==> src/rtl/ebr_regs.svh <==
// event buffer readout: offsets, field positions, codes and counts
// assumes: included by the package and by the bench
`ifndef EBR_REGS_SVH
`define EBR_REGS_SVH

// readout window: 4 kbyte, low address bits not used for sequencing
`define EBR_WIN_LSB 12
`define EBR_HDR_WORDS 14'h0004
// event bytes = 8 * block size + 16
`define EBR_EV_BYTES_PER_BS 14'h0008
`define EBR_EV_XTRA_BYTES 14'h0010
// address modifiers
`define EBR_AM_A32_S 6'h09
`define EBR_AM_A32_BLT 6'h0b
`define EBR_AM_A32_MBLT 6'h08
`define EBR_AM_A24_S 6'h39
`define EBR_AM_A24_BLT 6'h3b
`define EBR_AM_A24_MBLT 6'h38
// answer words with no event behind them
`define EBR_FILLER 32'hffff_ffff
`define EBR_DUMMY 32'h0000_0000
// header marker of a synthesised random readout header
`define EBR_HDR_TAG 4'ha

`endif

==> src/rtl/ebr_pkg.sv <==
// event buffer readout: types and shared helpers
// assumes: nothing beyond the constants header
package ebr_pkg;
`include "ebr_regs.svh"

typedef enum logic [1:0] {
    EBR_CH_OFF, EBR_CH_FIRST, EBR_CH_MID, EBR_CH_LAST
} ebr_chain_t;

typedef enum logic [1:0] {EBR_OWN_NONE, EBR_OWN_BP, EBR_OWN_LK} ebr_own_t;

typedef enum logic [1:0] {EBR_ST_IDLE, EBR_ST_RD, EBR_ST_ANS} ebr_st_t;

function automatic logic ebr_am_blk(input logic [5:0] am);
    ebr_am_blk = (am == `EBR_AM_A32_BLT) || (am == `EBR_AM_A24_BLT) ||
        (am == `EBR_AM_A32_MBLT) || (am == `EBR_AM_A24_MBLT);
endfunction

function automatic logic ebr_am_ok(input logic [5:0] am,
    input logic dw64);
    logic m64;
    m64 = (am == `EBR_AM_A32_MBLT) || (am == `EBR_AM_A24_MBLT);
    ebr_am_ok = m64 ? dw64 : (!dw64 && (ebr_am_blk(am) ||
        am == `EBR_AM_A32_S || am == `EBR_AM_A24_S));
endfunction

function automatic logic [13:0] ebr_ev_words(input logic [13:0] bs);
    ebr_ev_words = (bs * `EBR_EV_BYTES_PER_BS + `EBR_EV_XTRA_BYTES) >> 2;
endfunction

endpackage

==> src/rtl/ebr_acc_if.sv <==
// arbitrated access between the path arbiter and the readout engine
// assumes: one clock, driven by the arbiter and answered by the engine
`timescale 1ns/10ps
interface ebr_acc_if;
    logic cyc;
    logic req;
    logic [31:0] addr;
    logic [5:0] am;
    logic wr;
    logic dw64;
    logic from_link;
    logic ack;
    logic berr;
    logic [63:0] data;
    modport arb (output cyc, req, addr, am, wr, dw64, from_link,
        input ack, berr, data);
    modport eng (input cyc, req, addr, am, wr, dw64, from_link,
        output ack, berr, data);
endinterface

==> src/rtl/ebr_readout.sv <==
// event buffer readout engine: sequential, block, chained and random reads
// assumes: event memory answers a read one clock after mem_rd,
// page p word w lives at {p, w}; acquisition advances ev_wr_page
`timescale 1ns/10ps
module ebr_readout
    import ebr_pkg::*;
#(
    parameter int BS_W = 10,
    parameter int NEV_W = 8
) (
    input wire logic ref_clk,
    input wire logic nrst,
    input wire logic bp_cyc,
    input wire logic bp_req,
    input wire logic [31:0] bp_addr,
    input wire logic [5:0] bp_am,
    input wire logic bp_wr,
    input wire logic bp_dw64,
    output logic bp_ack,
    output logic bp_berr,
    output logic [63:0] bp_data,
    input wire logic lk_cyc,
    input wire logic lk_req,
    input wire logic [31:0] lk_addr,
    input wire logic [5:0] lk_am,
    input wire logic lk_wr,
    input wire logic lk_dw64,
    output logic lk_ack,
    output logic lk_berr,
    output logic [63:0] lk_data,
    input wire logic [31:0] base_addr,
    input wire logic [31:0] chain_base,
    input wire ebr_chain_t chain_pos,
    input wire logic token_in,
    output logic token_out,
    input wire logic [NEV_W-1:0] blt_events,
    input wire logic berr_en,
    input wire logic pad_to_even_word_count,
    input wire logic [BS_W-1:0] block_size,
    input wire logic [11:0] ev_wr_page,
    output logic mem_rd,
    output logic [23:0] mem_addr,
    input wire logic [31:0] mem_data,
    output logic rel_valid,
    output logic [11:0] rel_cnt,
    input wire logic free_wr,
    input wire logic [11:0] free_cnt,
    input wire logic rnd_req,
    input wire logic [11:0] rnd_page,
    input wire logic [11:0] rnd_off,
    input wire logic [9:0] rnd_size,
    output logic rnd_active,
    input wire logic ctrl_bit3,
    input wire logic irq_req,
    output logic lk_irq
);
    ebr_acc_if acc ();

    ebr_arb u_arb (
        .ref_clk(ref_clk),
        .nrst(nrst),
        .bp_cyc(bp_cyc),
        .bp_req(bp_req),
        .bp_addr(bp_addr),
        .bp_am(bp_am),
        .bp_wr(bp_wr),
        .bp_dw64(bp_dw64),
        .bp_ack(bp_ack),
        .bp_berr(bp_berr),
        .bp_data(bp_data),
        .lk_cyc(lk_cyc),
        .lk_req(lk_req),
        .lk_addr(lk_addr),
        .lk_am(lk_am),
        .lk_wr(lk_wr),
        .lk_dw64(lk_dw64),
        .lk_ack(lk_ack),
        .lk_berr(lk_berr),
        .lk_data(lk_data),
        .acc(acc)
    );

    ebr_st_t st_q, st_d;
    logic [11:0] page_q, page_d, rp_q, rp_d, ro_q, ro_d;
    logic [13:0] w_q, w_d, ri_q, ri_d;
    logic [9:0] rs_q, rs_d;
    logic [NEV_W-1:0] nev_q, nev_d;
    logic odd_q, odd_d, half_q, half_d, blk_q, blk_d;
    logic rnd_q, rnd_d, tok_q, tok_d, tout_q, tout_d, tin_q;
    logic ack_q, ack_d, berr_q, berr_d;
    logic [31:0] lo_q, lo_d, hi_q, hi_d;
    logic mrd_d, rel_d, irq_d;
    logic [23:0] maddr_d;
    logic [11:0] relc_d;
    logic [13:0] ev_len, rnd_end, ra;
    logic win_hit, ch_hit, blk, bad, avail, limit, stop;

    assign ev_len = ebr_ev_words(14'(block_size));
    assign rnd_end = 14'(rs_q) + `EBR_HDR_WORDS;
    assign ra = (ri_q < `EBR_HDR_WORDS) ? ri_q : ri_q + 14'(ro_q);
    assign win_hit = acc.addr[31:`EBR_WIN_LSB] ==
        base_addr[31:`EBR_WIN_LSB];
    assign ch_hit = (chain_pos != EBR_CH_OFF) &&
        acc.addr[31:`EBR_WIN_LSB] == chain_base[31:`EBR_WIN_LSB];
    assign blk = ebr_am_blk(acc.am);
    assign bad = !ebr_am_ok(acc.am, acc.dw64) || acc.wr ||
        (acc.from_link && acc.wr && blk);
    assign avail = page_q != ev_wr_page;
    assign limit = blk_q && blt_events != '0 &&
        nev_q >= blt_events;
    assign stop = !avail || limit;
    assign acc.ack = ack_q;
    assign acc.berr = berr_q;
    assign acc.data = {hi_q, lo_q};

    always_comb begin
        st_d = st_q;
        page_d = page_q;
        w_d = w_q;
        ri_d = ri_q;
        rp_d = rp_q;
        ro_d = ro_q;
        rs_d = rs_q;
        rnd_d = rnd_q;
        nev_d = nev_q;
        odd_d = odd_q;
        half_d = half_q;
        blk_d = blk_q;
        tok_d = tok_q;
        tout_d = tout_q;
        ack_d = ack_q;
        berr_d = berr_q;
        lo_d = lo_q;
        hi_d = hi_q;
        mrd_d = 1'b0;
        maddr_d = mem_addr;
        rel_d = 1'b0;
        relc_d = rel_cnt;
        irq_d = ctrl_bit3 && irq_req;
        if (token_in && !tin_q && chain_pos != EBR_CH_OFF && !tout_q) begin
            tok_d = 1'b1;
        end
        if (rnd_req) begin
            rnd_d = 1'b1;
            rp_d = rnd_page;
            ro_d = rnd_off;
            rs_d = rnd_size;
            ri_d = 14'h0;
        end
        if (free_wr) begin
            page_d = page_q + free_cnt;
            w_d = 14'h0;
            rel_d = 1'b1;
            relc_d = free_cnt;
            rnd_d = 1'b0;
        end
        case (st_q)
            EBR_ST_IDLE: begin
                if (!acc.cyc) begin
                    nev_d = '0;
                    odd_d = 1'b0;
                    if (tout_q) begin
                        tout_d = 1'b0;
                        tok_d = chain_pos == EBR_CH_FIRST;
                    end
                end
                if (acc.req && (win_hit || (ch_hit && tok_q))) begin
                    blk_d = blk;
                    half_d = 1'b0;
                    hi_d = `EBR_DUMMY;
                    if (bad || (ch_hit && !blk)) begin
                        berr_d = 1'b1;
                        st_d = EBR_ST_ANS;
                    end else if (rnd_q) begin
                        if (ri_q >= rnd_end) begin
                            berr_d = 1'b1;
                            st_d = EBR_ST_ANS;
                        end else begin
                            mrd_d = 1'b1;
                            maddr_d = {rp_q, ra[11:0]};
                            st_d = EBR_ST_RD;
                        end
                    end else if (stop) begin
                        if (blk_d && pad_to_even_word_count && odd_q) begin
                            lo_d = `EBR_DUMMY;
                            odd_d = 1'b0;
                            ack_d = 1'b1;
                            st_d = EBR_ST_ANS;
                        end else if (ch_hit && chain_pos != EBR_CH_LAST) begin
                            tok_d = 1'b0;
                            tout_d = 1'b1;
                        end else if (ch_hit || (blk_d && berr_en)) begin
                            berr_d = 1'b1;
                            st_d = EBR_ST_ANS;
                            if (ch_hit) begin
                                tok_d = 1'b0;
                            end
                        end else begin
                            lo_d = `EBR_FILLER;
                            ack_d = 1'b1;
                            st_d = EBR_ST_ANS;
                        end
                    end else begin
                        mrd_d = 1'b1;
                        maddr_d = {page_q, w_q[11:0]};
                        st_d = EBR_ST_RD;
                    end
                end
            end
            EBR_ST_RD: begin
                if (half_q) begin
                    hi_d = mem_data;
                end else begin
                    lo_d = mem_data;
                end
                odd_d = !odd_q;
                if (rnd_q) begin
                    if (ri_q == 14'h0) begin
                        lo_d = {`EBR_HDR_TAG, 28'(rnd_end)};
                    end
                    ri_d = ri_q + 14'h1;
                end else if (w_q + 14'h1 >= ev_len) begin
                    w_d = 14'h0;
                    page_d = page_q + 12'h1;
                    rel_d = 1'b1;
                    relc_d = 12'h1;
                    nev_d = nev_q + 1'b1;
                end else begin
                    w_d = w_q + 14'h1;
                end
                if (acc.dw64 && !half_q && !(rnd_q ? ri_d >= rnd_end :
                    (page_d == ev_wr_page || (blk_q && blt_events != '0 &&
                    nev_d >= blt_events)))) begin
                    half_d = 1'b1;
                    mrd_d = 1'b1;
                    maddr_d = rnd_q ? {rp_q, ri_d[11:0] + (ri_d <
                        `EBR_HDR_WORDS ? 12'h0 : ro_q)} :
                        {page_d, w_d[11:0]};
                end else begin
                    if (acc.dw64 && !half_q) begin
                        odd_d = odd_q;
                    end
                    ack_d = 1'b1;
                    st_d = EBR_ST_ANS;
                end
            end
            EBR_ST_ANS: begin
                if (!acc.req) begin
                    ack_d = 1'b0;
                    berr_d = 1'b0;
                    st_d = EBR_ST_IDLE;
                end
            end
            default: st_d = EBR_ST_IDLE;
        endcase
        if (chain_pos == EBR_CH_FIRST && !tout_q && st_q == EBR_ST_IDLE &&
            !acc.cyc && tok_d == tok_q) begin
            tok_d = 1'b1;
        end
        rnd_active = rnd_q;
    end

    always_ff @(posedge ref_clk) begin
        if (!nrst) begin
            st_q <= EBR_ST_IDLE;
            page_q <= 12'h0;
            w_q <= 14'h0;
            ri_q <= 14'h0;
            rp_q <= 12'h0;
            ro_q <= 12'h0;
            rs_q <= 10'h0;
            rnd_q <= 1'b0;
            nev_q <= '0;
            odd_q <= 1'b0;
            half_q <= 1'b0;
            blk_q <= 1'b0;
            tok_q <= 1'b0;
            tout_q <= 1'b0;
            tin_q <= 1'b0;
            ack_q <= 1'b0;
            berr_q <= 1'b0;
            lo_q <= 32'h0;
            hi_q <= 32'h0;
            mem_rd <= 1'b0;
            mem_addr <= 24'h0;
            rel_valid <= 1'b0;
            rel_cnt <= 12'h0;
            token_out <= 1'b0;
            lk_irq <= 1'b0;
        end else begin
            st_q <= st_d;
            page_q <= page_d;
            w_q <= w_d;
            ri_q <= ri_d;
            rp_q <= rp_d;
            ro_q <= ro_d;
            rs_q <= rs_d;
            rnd_q <= rnd_d;
            nev_q <= nev_d;
            odd_q <= odd_d;
            half_q <= half_d;
            blk_q <= blk_d;
            tok_q <= tok_d;
            tout_q <= tout_d;
            tin_q <= token_in;
            ack_q <= ack_d;
            berr_q <= berr_d;
            lo_q <= lo_d;
            hi_q <= hi_d;
            mem_rd <= mrd_d;
            mem_addr <= maddr_d;
            rel_valid <= rel_d;
            rel_cnt <= relc_d;
            token_out <= tout_d;
            lk_irq <= irq_d;
        end
    end
endmodule // ebr_readout

==> src/rtl/ebr_arb.sv <==
// arbiter between backplane and optical link access paths
// assumes: each master holds cyc over its whole cycle, req until answered
`timescale 1ns/10ps
module ebr_arb
    import ebr_pkg::*;
(
    input wire logic ref_clk,
    input wire logic nrst,
    input wire logic bp_cyc,
    input wire logic bp_req,
    input wire logic [31:0] bp_addr,
    input wire logic [5:0] bp_am,
    input wire logic bp_wr,
    input wire logic bp_dw64,
    output logic bp_ack,
    output logic bp_berr,
    output logic [63:0] bp_data,
    input wire logic lk_cyc,
    input wire logic lk_req,
    input wire logic [31:0] lk_addr,
    input wire logic [5:0] lk_am,
    input wire logic lk_wr,
    input wire logic lk_dw64,
    output logic lk_ack,
    output logic lk_berr,
    output logic [63:0] lk_data,
    ebr_acc_if.arb acc
);
    ebr_own_t own_q, own_d;
    logic bp_ack_d, bp_berr_d, lk_ack_d, lk_berr_d;
    logic [63:0] bp_data_d, lk_data_d;
    logic is_lk;

    assign is_lk = (own_q == EBR_OWN_LK);
    assign acc.cyc = is_lk ? lk_cyc : (own_q == EBR_OWN_BP) && bp_cyc;
    assign acc.req = is_lk ? lk_req : (own_q == EBR_OWN_BP) && bp_req;
    assign acc.addr = is_lk ? lk_addr : bp_addr;
    assign acc.am = is_lk ? lk_am : bp_am;
    assign acc.wr = is_lk ? lk_wr : bp_wr;
    assign acc.dw64 = is_lk ? lk_dw64 : bp_dw64;
    assign acc.from_link = is_lk;

    always_comb begin
        own_d = own_q;
        case (own_q)
            EBR_OWN_NONE: begin
                if (bp_cyc) begin
                    own_d = EBR_OWN_BP;
                end else if (lk_cyc) begin
                    own_d = EBR_OWN_LK;
                end
            end
            EBR_OWN_BP: if (!bp_cyc) own_d = EBR_OWN_NONE;
            EBR_OWN_LK: if (!lk_cyc) own_d = EBR_OWN_NONE;
            default: own_d = EBR_OWN_NONE;
        endcase
        bp_ack_d = acc.ack && (own_q == EBR_OWN_BP);
        bp_berr_d = acc.berr && (own_q == EBR_OWN_BP);
        lk_ack_d = acc.ack && is_lk;
        lk_berr_d = acc.berr && is_lk;
        bp_data_d = (own_q == EBR_OWN_BP) ? acc.data : bp_data;
        lk_data_d = is_lk ? acc.data : lk_data;
    end

    always_ff @(posedge ref_clk) begin
        if (!nrst) begin
            own_q <= EBR_OWN_NONE;
            bp_ack <= 1'b0;
            bp_berr <= 1'b0;
            bp_data <= 64'h0;
            lk_ack <= 1'b0;
            lk_berr <= 1'b0;
            lk_data <= 64'h0;
        end else begin
            own_q <= own_d;
            bp_ack <= bp_ack_d;
            bp_berr <= bp_berr_d;
            bp_data <= bp_data_d;
            lk_ack <= lk_ack_d;
            lk_berr <= lk_berr_d;
            lk_data <= lk_data_d;
        end
    end
endmodule // ebr_arb

==> config.mk <==
export PLATFORM = sky130hd
export DESIGN_NAME = ebr_readout
export DESIGN_NICKNAME = d
export VERILOG_FILES = /design/src/rtl/ebr_pkg.sv /design/src/rtl/ebr_acc_if.sv /design/src/rtl/ebr_readout.sv /design/src/rtl/ebr_arb.sv
export VERILOG_INCLUDE_DIRS = /design/src /design/src/rtl
export SDC_FILE = /design/constraint.sdc
export NUM_CORES = 1
export LEC_CHECK = 0
export BUFFER_PORTS_ARGS = -buffer_cell sky130_fd_sc_hd__buf_2
export CAP_MARGIN = 20
export CORE_MARGIN = 5
export CORE_UTILIZATION = 45
export CTS_CLUSTER_DIAMETER = 200
export DETAILED_ROUTE_END_ITERATION = 8
export PLACE_DENSITY = 0.78
export SYNTH_ARGS = -nofsm -noshare
export SYNTH_HDL_FRONTEND = slang
export SYNTH_HIERARCHICAL = 1
export SYNTH_SLANG_ARGS = --single-unit
export TNS_END_PERCENT = 30
==> constraint.sdc <==
create_clock -name ref_clk -period 7.2 [get_ports ref_clk]
set_clock_uncertainty 0.05 [all_clocks]
set_input_delay 1.08 -clock ref_clk [delete_from_list [all_inputs] [get_ports ref_clk]]
set_output_delay 1.08 -clock ref_clk [all_outputs]
set_load 0.02 [all_outputs]
==> results.json, run 1 <==
{
  "grtUsageMet1_pct": 32.1,
  "syn_nets": 2629,
  "nets": 2929,
  "clkSlewWorstSetupHoldPaths_ps": 60,
  "fin_tns_setup_ps": 0,
  "min_period_over_period_pct": 86.0,
  "rsz0062_at_grt": "no",
  "power_per_cell_area_mw_per_mm2": 191,
  "cp-start-kind": "flip-flop",
  "die-width_um": 217,
  "power_frac_seq_pct": 44.2,
  "tightest_slew_ps": 1120,
  "cts_buffers": 37,
  "slowest_stage": "o21a_1",
  "cts_max_path_buffers": 3,
  "p_sw_mw": 1.12,
  "crit_type": "flip-flop to flip-flop",
  "drc": 0,
  "hold_viol_final": 0,
  "internal_power_mw": 3.15,
  "grt_overflow": 0,
  "clock_latency_ps": 560,
  "setup_viol": 0,
  "pin_count": 440,
  "busiest_layer": "met2",
  "crit_path_cell_trace": "ha_1 -> nand3_1 -> nor3_1 -> xor2_1 -> ha_1 -> nand4_1 -> o211ai_1 -> a211oi_4 -> a31o_2 -> mux2i_1 -> and2b_1 -> or4_1 -> o32ai_2 -> o21a_1 -> buf_4 -> mux2i_1",
  "hpwl_mm": 45.0,
  "regArea_mm2": 0.00661,
  "cts_tree": "yes",
  "critical_path_arrival_ps": 6610,
  "cts.repair_timing.setup_buffer_count": 0,
  "cts.repair.resized": 0,
  "grt_max_degree": 103,
  "core_mm2": 0.0421,
  "slew_headroom_pct": 25.5,
  "cts_num_sinks": 330,
  "grtUsageTotal_pct": 24.6,
  "cts_max_level": 2,
  "p_clk_share_pct": 43.4,
  "initial_core_util_pct": 45.7,
  "die_h_um": 217,
  "fmax_mhz": 162,
  "required_ps": 7620,
  "ant_nets": 0,
  "gp_congestion": 0.937,
  "dieArea_mm2": 0.0470,
  "slew_viol_final": 0,
  "grt_antenna_before_repair": 6,
  "critPathCaptureType": "flip-flop",
  "met2_usage_pct": 42.6,
  "wirelength_mm": 60.8,
  "multi_input_area_mm2": 0.0116,
  "dr.pass1.iters": 6,
  "wl_per_cell_um": 19.3,
  "io_buffers": 391,
  "critical-path-max-stage-delay_ps": 780,
  "grt_pass1_vias": 17500,
  "num-fill-cells": 3903,
  "ir_drop_uv": 140,
  "drtIter0Drc": 1364,
  "p_leak_nw": 9.68,
  "met3_usage_pct": 3.21,
  "combPwrFrac_pct": 12.4,
  "grt_pass1_wl_mm": 94.9,
  "via_count": 18000,
  "num_rows": 75,
  "syn_area_mm2": 0.0192,
  "status": "finished clean",
  "via_per_inst": 5.74,
  "maxCapViolations": 0,
  "hold_buffers": 0,
  "drive_above_1_share_pct": 21.5,
  "crit_fanout": 15,
  "period_needed_ps": 6190,
  "root_buffer": "clkbuf_16",
  "ys.warnings.count": 6,
  "switching_share_pct": 26.3,
  "fin_util_pct": 53.2,
  "min_path_type": "flip-flop to flip-flop",
  "synthCells": 2270,
  "syn_area_per_cell_um2": 8.48,
  "area_growth_syn_to_layout_pct": 16.5
}
-- per-layer routing --
layer / vias up / part of all wire [%]
met3: 90 / 6.0
met1: 8640 / 43
met4: 0 / 2.4
met5: - / 0
met2: 680 / 48
li1: 8604 / -
-- flip-flops by register name, summed over array words and instances (netlist names), 2 cells and up --
signal         cells
hi_q              32
lo_q              32
mem_addr          24
nev_q              8
page_q            12
rel_cnt           12
ri_q              14
ro_q              12
rp_q              12
rs_q              10
st_q               2
u_arb/bp_data     64
u_arb/lk_data     64
u_arb/own_q        2
w_q               14
-- layout by cell type (no fill, tap or decap), types with 15 or more instances in the layout --
master and count:
nand4_1 22, ha_1 89, nor3_1 42, a21oi_1 120, o21ai_0 57, buf_4 20, inv_1 42, nand3_1 93
nor4_1 22, and3_1 26, and2_1 22, mux2i_1 218, mux2_2 58, nor2b_1 15, xnor2_1 60, xor2_1 64
a22oi_1 42, a211oi_1 17, buf_2 390, nand2_1 408, nand2b_1 19, a31oi_1 15, o211ai_1 22, clkbuf_16 38
nor2_1 153, a21o_1 17, dfxtp_1 328
-- worst paths after layout --
kind	endpoint	slack (ps)	from	cells after the start
setup / recovery	mem_addr[1]	1010	w_q[0]	16
setup reg to reg	mem_addr[1]	1010	w_q[0]	16
hold / removal	hi_q[15]	400	hi_q[15]	2
hold reg to reg	hi_q[15]	400	hi_q[15]	2
-- power groups by stage --
| stage | logic [mW] | clock network, mW | registers, mW |
|---|---|---|---|
| 3_5_place_dp | 0.521 | 0 | 1.93 |
| 4_1_cts | 0.525 | 1.89 | 1.89 |
| 2_1_floorplan | 0.372 | 0 | 1.92 |
| 5_1_grt | 0.583 | 1.98 | 1.89 |
| 3_3_place_gp | 0.507 | 0 | 1.93 |
| 6_report | 0.530 | 1.86 | 1.89 |
-- critical path, delay by kind of cell (launching register included) --
| kind | cells | cell delay [ps] |
|---|---|---|
| muxes | 2 | 560 |
| xor gates and xnor gates | 1 | 280 |
| AOI/OAI and AO/OA | 5 | 2270 |
| adders and majority gates | 2 | 610 |
| DFF | 1 | 510 |
| and+or+nand+nor | 5 | 1430 |
| buffers and inverters | 1 | 380 |
-- through the flow --
step	area, µm²	setup slack (ps)	hold slack (ps)	total power, mW	std cells
floorplan	19200	1790	381	2.29	2270
global placement	21200	1000	389	2.44	3068
detailed placement	21200	818	395	2.45	3069
CTS	22400	1100	404	4.30	3133
global route	22400	813	417	4.45	3139
finish	22400	1010	402	4.28	3140
-- cell type report --
type,count,area share [%]
inverter,43,0.731
clock inverter,13,0.575
timing repair buffer,413,9.61
antenna,6,0.0670
multi-input combinational,1745,51.8
sequential,330,29.5
tap,539,3.01
clock buffer,51,4.73
No activity file was read; power rests on OpenSTA's default activity.
==> run 2: changes to the inputs <==
GPL_TIMING_DRIVEN = 0   (was not set)
==> run 2 against run 1 <==
Against the previous run:
- cell area grew 3.4%
- die area is the same
- first-iteration DRC count grew 49%
- total power grew 4.4%
- critical path type unchanged
- largest power group is now the clock network
==> results.json, run 2 (synthesis gave the netlist of run 1 again) <==
{
  "crit_type": "flip-flop to flip-flop",
  "drc": 0,
  "p_total_mw": 4.46,
  "fin_util_pct": 55.0,
  "min_path_type": "flip-flop to flip-flop",
  "slew_headroom_pct": 23.8,
  "hold_buffers": 0,
  "ant_nets": 0,
  "fmax_mhz": 153,
  "hpwl_mm": 56.7,
  "rrSetupSlack_ps": 660,
  "power_per_cell_area_mw_per_mm2": 193,
  "dr.pass1.iters": 6,
  "post-place-ws_ps": 556,
  "tightest_slew_ps": 1130,
  "pin_count": 440,
  "period_needed_ps": 6540,
  "gp_congestion": 0.974,
  "reg2reg_to": "mem_rd",
  "grt_pass1_vias": 18900,
  "io_buffers": 389,
  "crit_fanout": 10,
  "root_buffer": "clkbuf_16",
  "critical_path_arrival_ps": 6930,
  "die_h_um": 217,
  "min_path_cells": 2,
  "multi_input_area_mm2": 0.0116,
  "drive_above_1_share_pct": 21.3,
  "design_area_mm2": 0.0232,
  "min_from": "hi_q[15]",
  "cp-start-kind": "flip-flop",
  "fin_tns_setup_ps": 0,
  "slew_viol_final": 0,
  "grt_max_degree": 14,
  "nets": 3060,
  "worstSetupStartpoint": "w_q[0]",
  "postPlaceCellArea_mm2": 0.0219,
  "wl_per_cell_um": 21.9,
  "drtIter0Drc": 2036,
  "via_per_inst": 5.83,
  "regArea_mm2": 0.00661,
  "num_rows": 75,
  "worst_slack_ps": 660,
  "grt_overflow": 0,
  "required_ps": 7590,
  "dieArea_mm2": 0.0470,
  "placed_cells": 3200,
  "rr_startpoint": "w_q[0]",
  "critPathCaptureType": "flip-flop",
  "cts_tree": "yes",
  "via_count": 19100,
  "cts_max_level": 2,
  "initial_core_util_pct": 45.7,
  "path_buf_inv": 4,
  "grt_pass1_wl_mm": 108,
  "num-fill-cells": 3819,
  "cts.repair_timing.setup_buffer_count": 0,
  "maxCapViolations": 0,
  "critPathTopFamily": "compound AO/OA/AOI/OAI gates",
  "final_cell_mix": "nand2_1 (408), buf_2 (403), dfxtp_1 (330)",
  "cts_num_sinks": 330,
  "clkSlewWorstSetupHoldPaths_ps": 60,
  "core_mm2": 0.0421,
  "p_leak_nw": 10.0,
  "grt_antenna_before_repair": 7,
  "cts_buffers": 38,
  "wirelength_mm": 71.6,
  "cts_max_path_buffers": 3,
  "cpMostUsedCell": "a21o_1",
  "critical-path-max-stage-delay_ps": 560,
  "whs_ps": 404,
  "setup_viol": 0,
  "area_growth_syn_to_layout_pct": 20.4,
  "reg2reg_depth": 25,
  "clock_latency_ps": 570,
  "cts.repair.resized": 0,
  "grtUsageTotal_pct": 29.0,
  "die-width_um": 217,
  "rsz0062_at_grt": "no",
  "min_period_over_period_pct": 90.8,
  "status": "finished clean",
  "final-instance-count-excl-fill": 3276,
  "reg_top3": "u_arb/bp_data x64, u_arb/lk_data x64",
  "ir_drop_uv": 187,
  "final_common_cell": "nand2_1",
  "slowest_stage": "dfxtp_1",
  "min_to": "hi_q[15]",
  "hold_viol_final": 0
}
run 2: worst max-delay path by stage:
stage / end / slack [ps] / depth (start not counted)
final: mem_rd / 660 / 25
after global routing: mem_rd / 460 / 25
after CTS: mem_rd / 810 / 25
after detailed placement: mem_rd / 560 / 26
after global placement: mem_rd / 380 / 24
after floorplan: mem_addr[2] / 1790 / 23
run 2: layer usage:
layer | vias up | GRT usage (%) | routed length [µm]
li1 | 8876 | - | -
met1 | 9029 | 37.8 | 29800
met2 | 1024 | 47.0 | 32300
met3 | 184 | 5.29 | 6000
met4 | 0 | 13.1 | 3550
met5 | - | 0 | 0
run 2: cell type report:
type	count	area share [%]
clock buffer	60	4.98
multi-input combinational	1745	50.0
sequential	330	28.5
tap	539	2.91
buffer	152	3.80
clock inverter	9	0.518
antenna	7	0.0756
inverter	43	0.696
timing repair buffer	391	8.49
run 2: report_power, final:
part	internal [mW]	switching, mW	leakage (nW)
clock network	1.18	0.812	0.623
logic	0.244	0.350	6.72
registers	1.85	0.0289	2.67
run 2: worst register-to-register path: stages, from the launching register on:
cell and delay (ps):
dfxtp_1 560, nand4_2 230, nor2_1 490, nand3_1 180, xnor2_1 190, ha_1 330
nand4_1 90, o211ai_1 360, a211oi_4 130, a31oi_1 300, clkbuf_8 250, clkbuf_1 520
xnor2_1 200, ha_1 250, nand2b_1 140, a21o_1 180, a21o_1 180, a21o_1 170
a211oi_1 220, o21ai_0 130, a21oi_1 230, o32ai_2 180, o21a_1 210, buf_6 170
buf_12 170, nor3_1 320
==> run 3: changes to the inputs <==
ABC_AREA = 1   (was not set)
CORE_ASPECT_RATIO = 1.4   (was not set)
HOLD_SLACK_MARGIN = 0.15   (was not set)
==> run 3 against run 2 <==
Against the previous run:
- critical path type unchanged
- clock-buffer cell count decreased by 12
- synthesized cell count is 31% higher
- utilization is 0.78 points lower
- highest routed layer unchanged
==> results.json, run 3 <==
{
  "setup_viol": 0,
  "power_per_cell_area_mw_per_mm2": 193,
  "clkSlewWorstSetupHoldPaths_ps": 70,
  "ant_nets": 0,
  "hold_buffers": 0,
  "ir_drop_uv": 182,
  "grtUsageTotal_pct": 29.4,
  "grt_overflow": 0,
  "rsz0062_at_grt": "no",
  "slowest_stage": "dfxtp_1",
  "num-fill-cells": 4360,
  "period_needed_ps": 5770,
  "fmax_mhz": 173,
  "via_count": 21400,
  "postPlaceCellArea_mm2": 0.0221,
  "reg_top3": "u_arb/bp_data x64, u_arb/lk_data x64",
  "drc": 0,
  "slew_headroom_pct": 38.2,
  "syn_area_mm2": 0.0195,
  "cts_max_level": 2,
  "required_ps": 7610,
  "fin_tns_setup_ps": 0,
  "maxCapViolations": 0,
  "drtIter0Drc": 1767,
  "cts_tree": "yes",
  "core_mm2": 0.0430,
  "design_area_mm2": 0.0233,
  "placed_cells": 3910,
  "cts.repair_timing.setup_buffer_count": 0,
  "area_growth_syn_to_layout_pct": 19.7,
  "synthCells": 2968,
  "final-instance-count-excl-fill": 3984,
  "num_rows": 90,
  "drive_above_1_share_pct": 15.8,
  "ys.warnings.count": 6,
  "p_leak_nw": 11.3,
  "grt_max_degree": 15,
  "cpMostUsedCell": "nor2_1",
  "rrSetupSlack_ps": 1430,
  "syn_area_per_cell_um2": 6.57,
  "die-width_um": 186,
  "critical_path_arrival_ps": 6180,
  "tightest_slew_ps": 928,
  "initial_core_util_pct": 45.3,
  "status": "finished clean",
  "critical-path-max-stage-delay_ps": 540,
  "final_cell_mix": "nand2_1 (583), nor2_1 (515), buf_2 (431)",
  "crit_fanout": 10,
  "gp_congestion": 1.02,
  "via_per_inst": 5.36,
  "cts_buffers": 36,
  "dieArea_mm2": 0.0476,
  "syn_nets": 3327,
  "hpwl_mm": 59.1,
  "root_buffer": "clkbuf_16",
  "min_path_type": "flip-flop to flip-flop",
  "wirelength_mm": 73.7,
  "cts_max_path_buffers": 3,
  "whs_ps": 426,
  "wl_per_cell_um": 18.5,
  "clock_latency_ps": 530,
  "hold_viol_final": 0,
  "dr.pass1.iters": 9,
  "min_period_over_period_pct": 80.2,
  "die_h_um": 256,
  "slew_viol_final": 0,
  "p_total_mw": 4.50,
  "grt_pass1_vias": 20300,
  "critPathCaptureType": "flip-flop",
  "grt_antenna_before_repair": 7,
  "grt_pass1_wl_mm": 111,
  "nets": 3756,
  "crit_type": "flip-flop to flip-flop",
  "final_common_cell": "nand2_1",
  "cts_num_sinks": 330,
  "cts.repair.resized": 0,
  "cp-start-kind": "flip-flop",
  "pin_count": 440,
  "io_buffers": 390
}
run 3: final cells by class:
| class | instances | area, µm² | share of cell area [%] |
|---|---|---|---|
| Clock buffer | 48 | 1030 | 4.40 |
| Tap cell | 552 | 691 | 2.96 |
| Buffer | 170 | 787 | 3.37 |
| Inverter | 283 | 1060 | 4.55 |
| Antenna cell | 10 | 25.0 | 0.107 |
| Multi-Input combinational cell | 2185 | 11000 | 47.3 |
| Timing Repair Buffer | 391 | 1960 | 8.40 |
| Sequential cell | 330 | 6610 | 28.3 |
| Clock inverter | 15 | 130 | 0.558 |
run 3: worst max-delay path, delay by kind of cell (launching register included):
| kind | cells | cell delay (ps) |
|---|---|---|
| AOI/OAI and AO/OA | 5 | 870 |
| xor gates and xnor gates | 1 | 150 |
| adders and majority gates | 1 | 460 |
| buffers and inverters | 5 | 1550 |
| DFF | 1 | 540 |
| and+or+nand+nor | 17 | 2070 |
run 3: final timing paths:
kind,end,cells past startpoint,from
worst max-delay path,mem_addr[10],29,rnd_active
worst max register to register,mem_addr[10],29,rnd_active
worst min-delay path,w_q[13],2,w_q[13]
worst min register to register,w_q[13],2,w_q[13]
run 3: metrics by stage:
step,setup slack [ps],util (%)
after global placement,1390,51.5
after CTS,1550,54.2
after detailed placement,1360,51.5
after floorplan,2380,-
final,1430,54.2
after global routing,908,54.2
run 3: power by group:
part	leakage [nW]	switching, mW	internal, mW
combinational	8.04	0.467	0.258
sequential	2.69	0.0502	1.89
clock	0.568	0.792	1.04
run 3: per-layer routing:
| layer | vias up | GRT usage [%] | wire, µm |
|---|---|---|---|
| li1 | 10500 | - | - |
| met1 | 9613 | 35.1 | 28400 |
| met2 | 967 | 50.1 | 35000 |
| met3 | 241 | 4.28 | 5800 |
| met4 | 0 | 16.1 | 4540 |
| met5 | - | 0 | 0 |
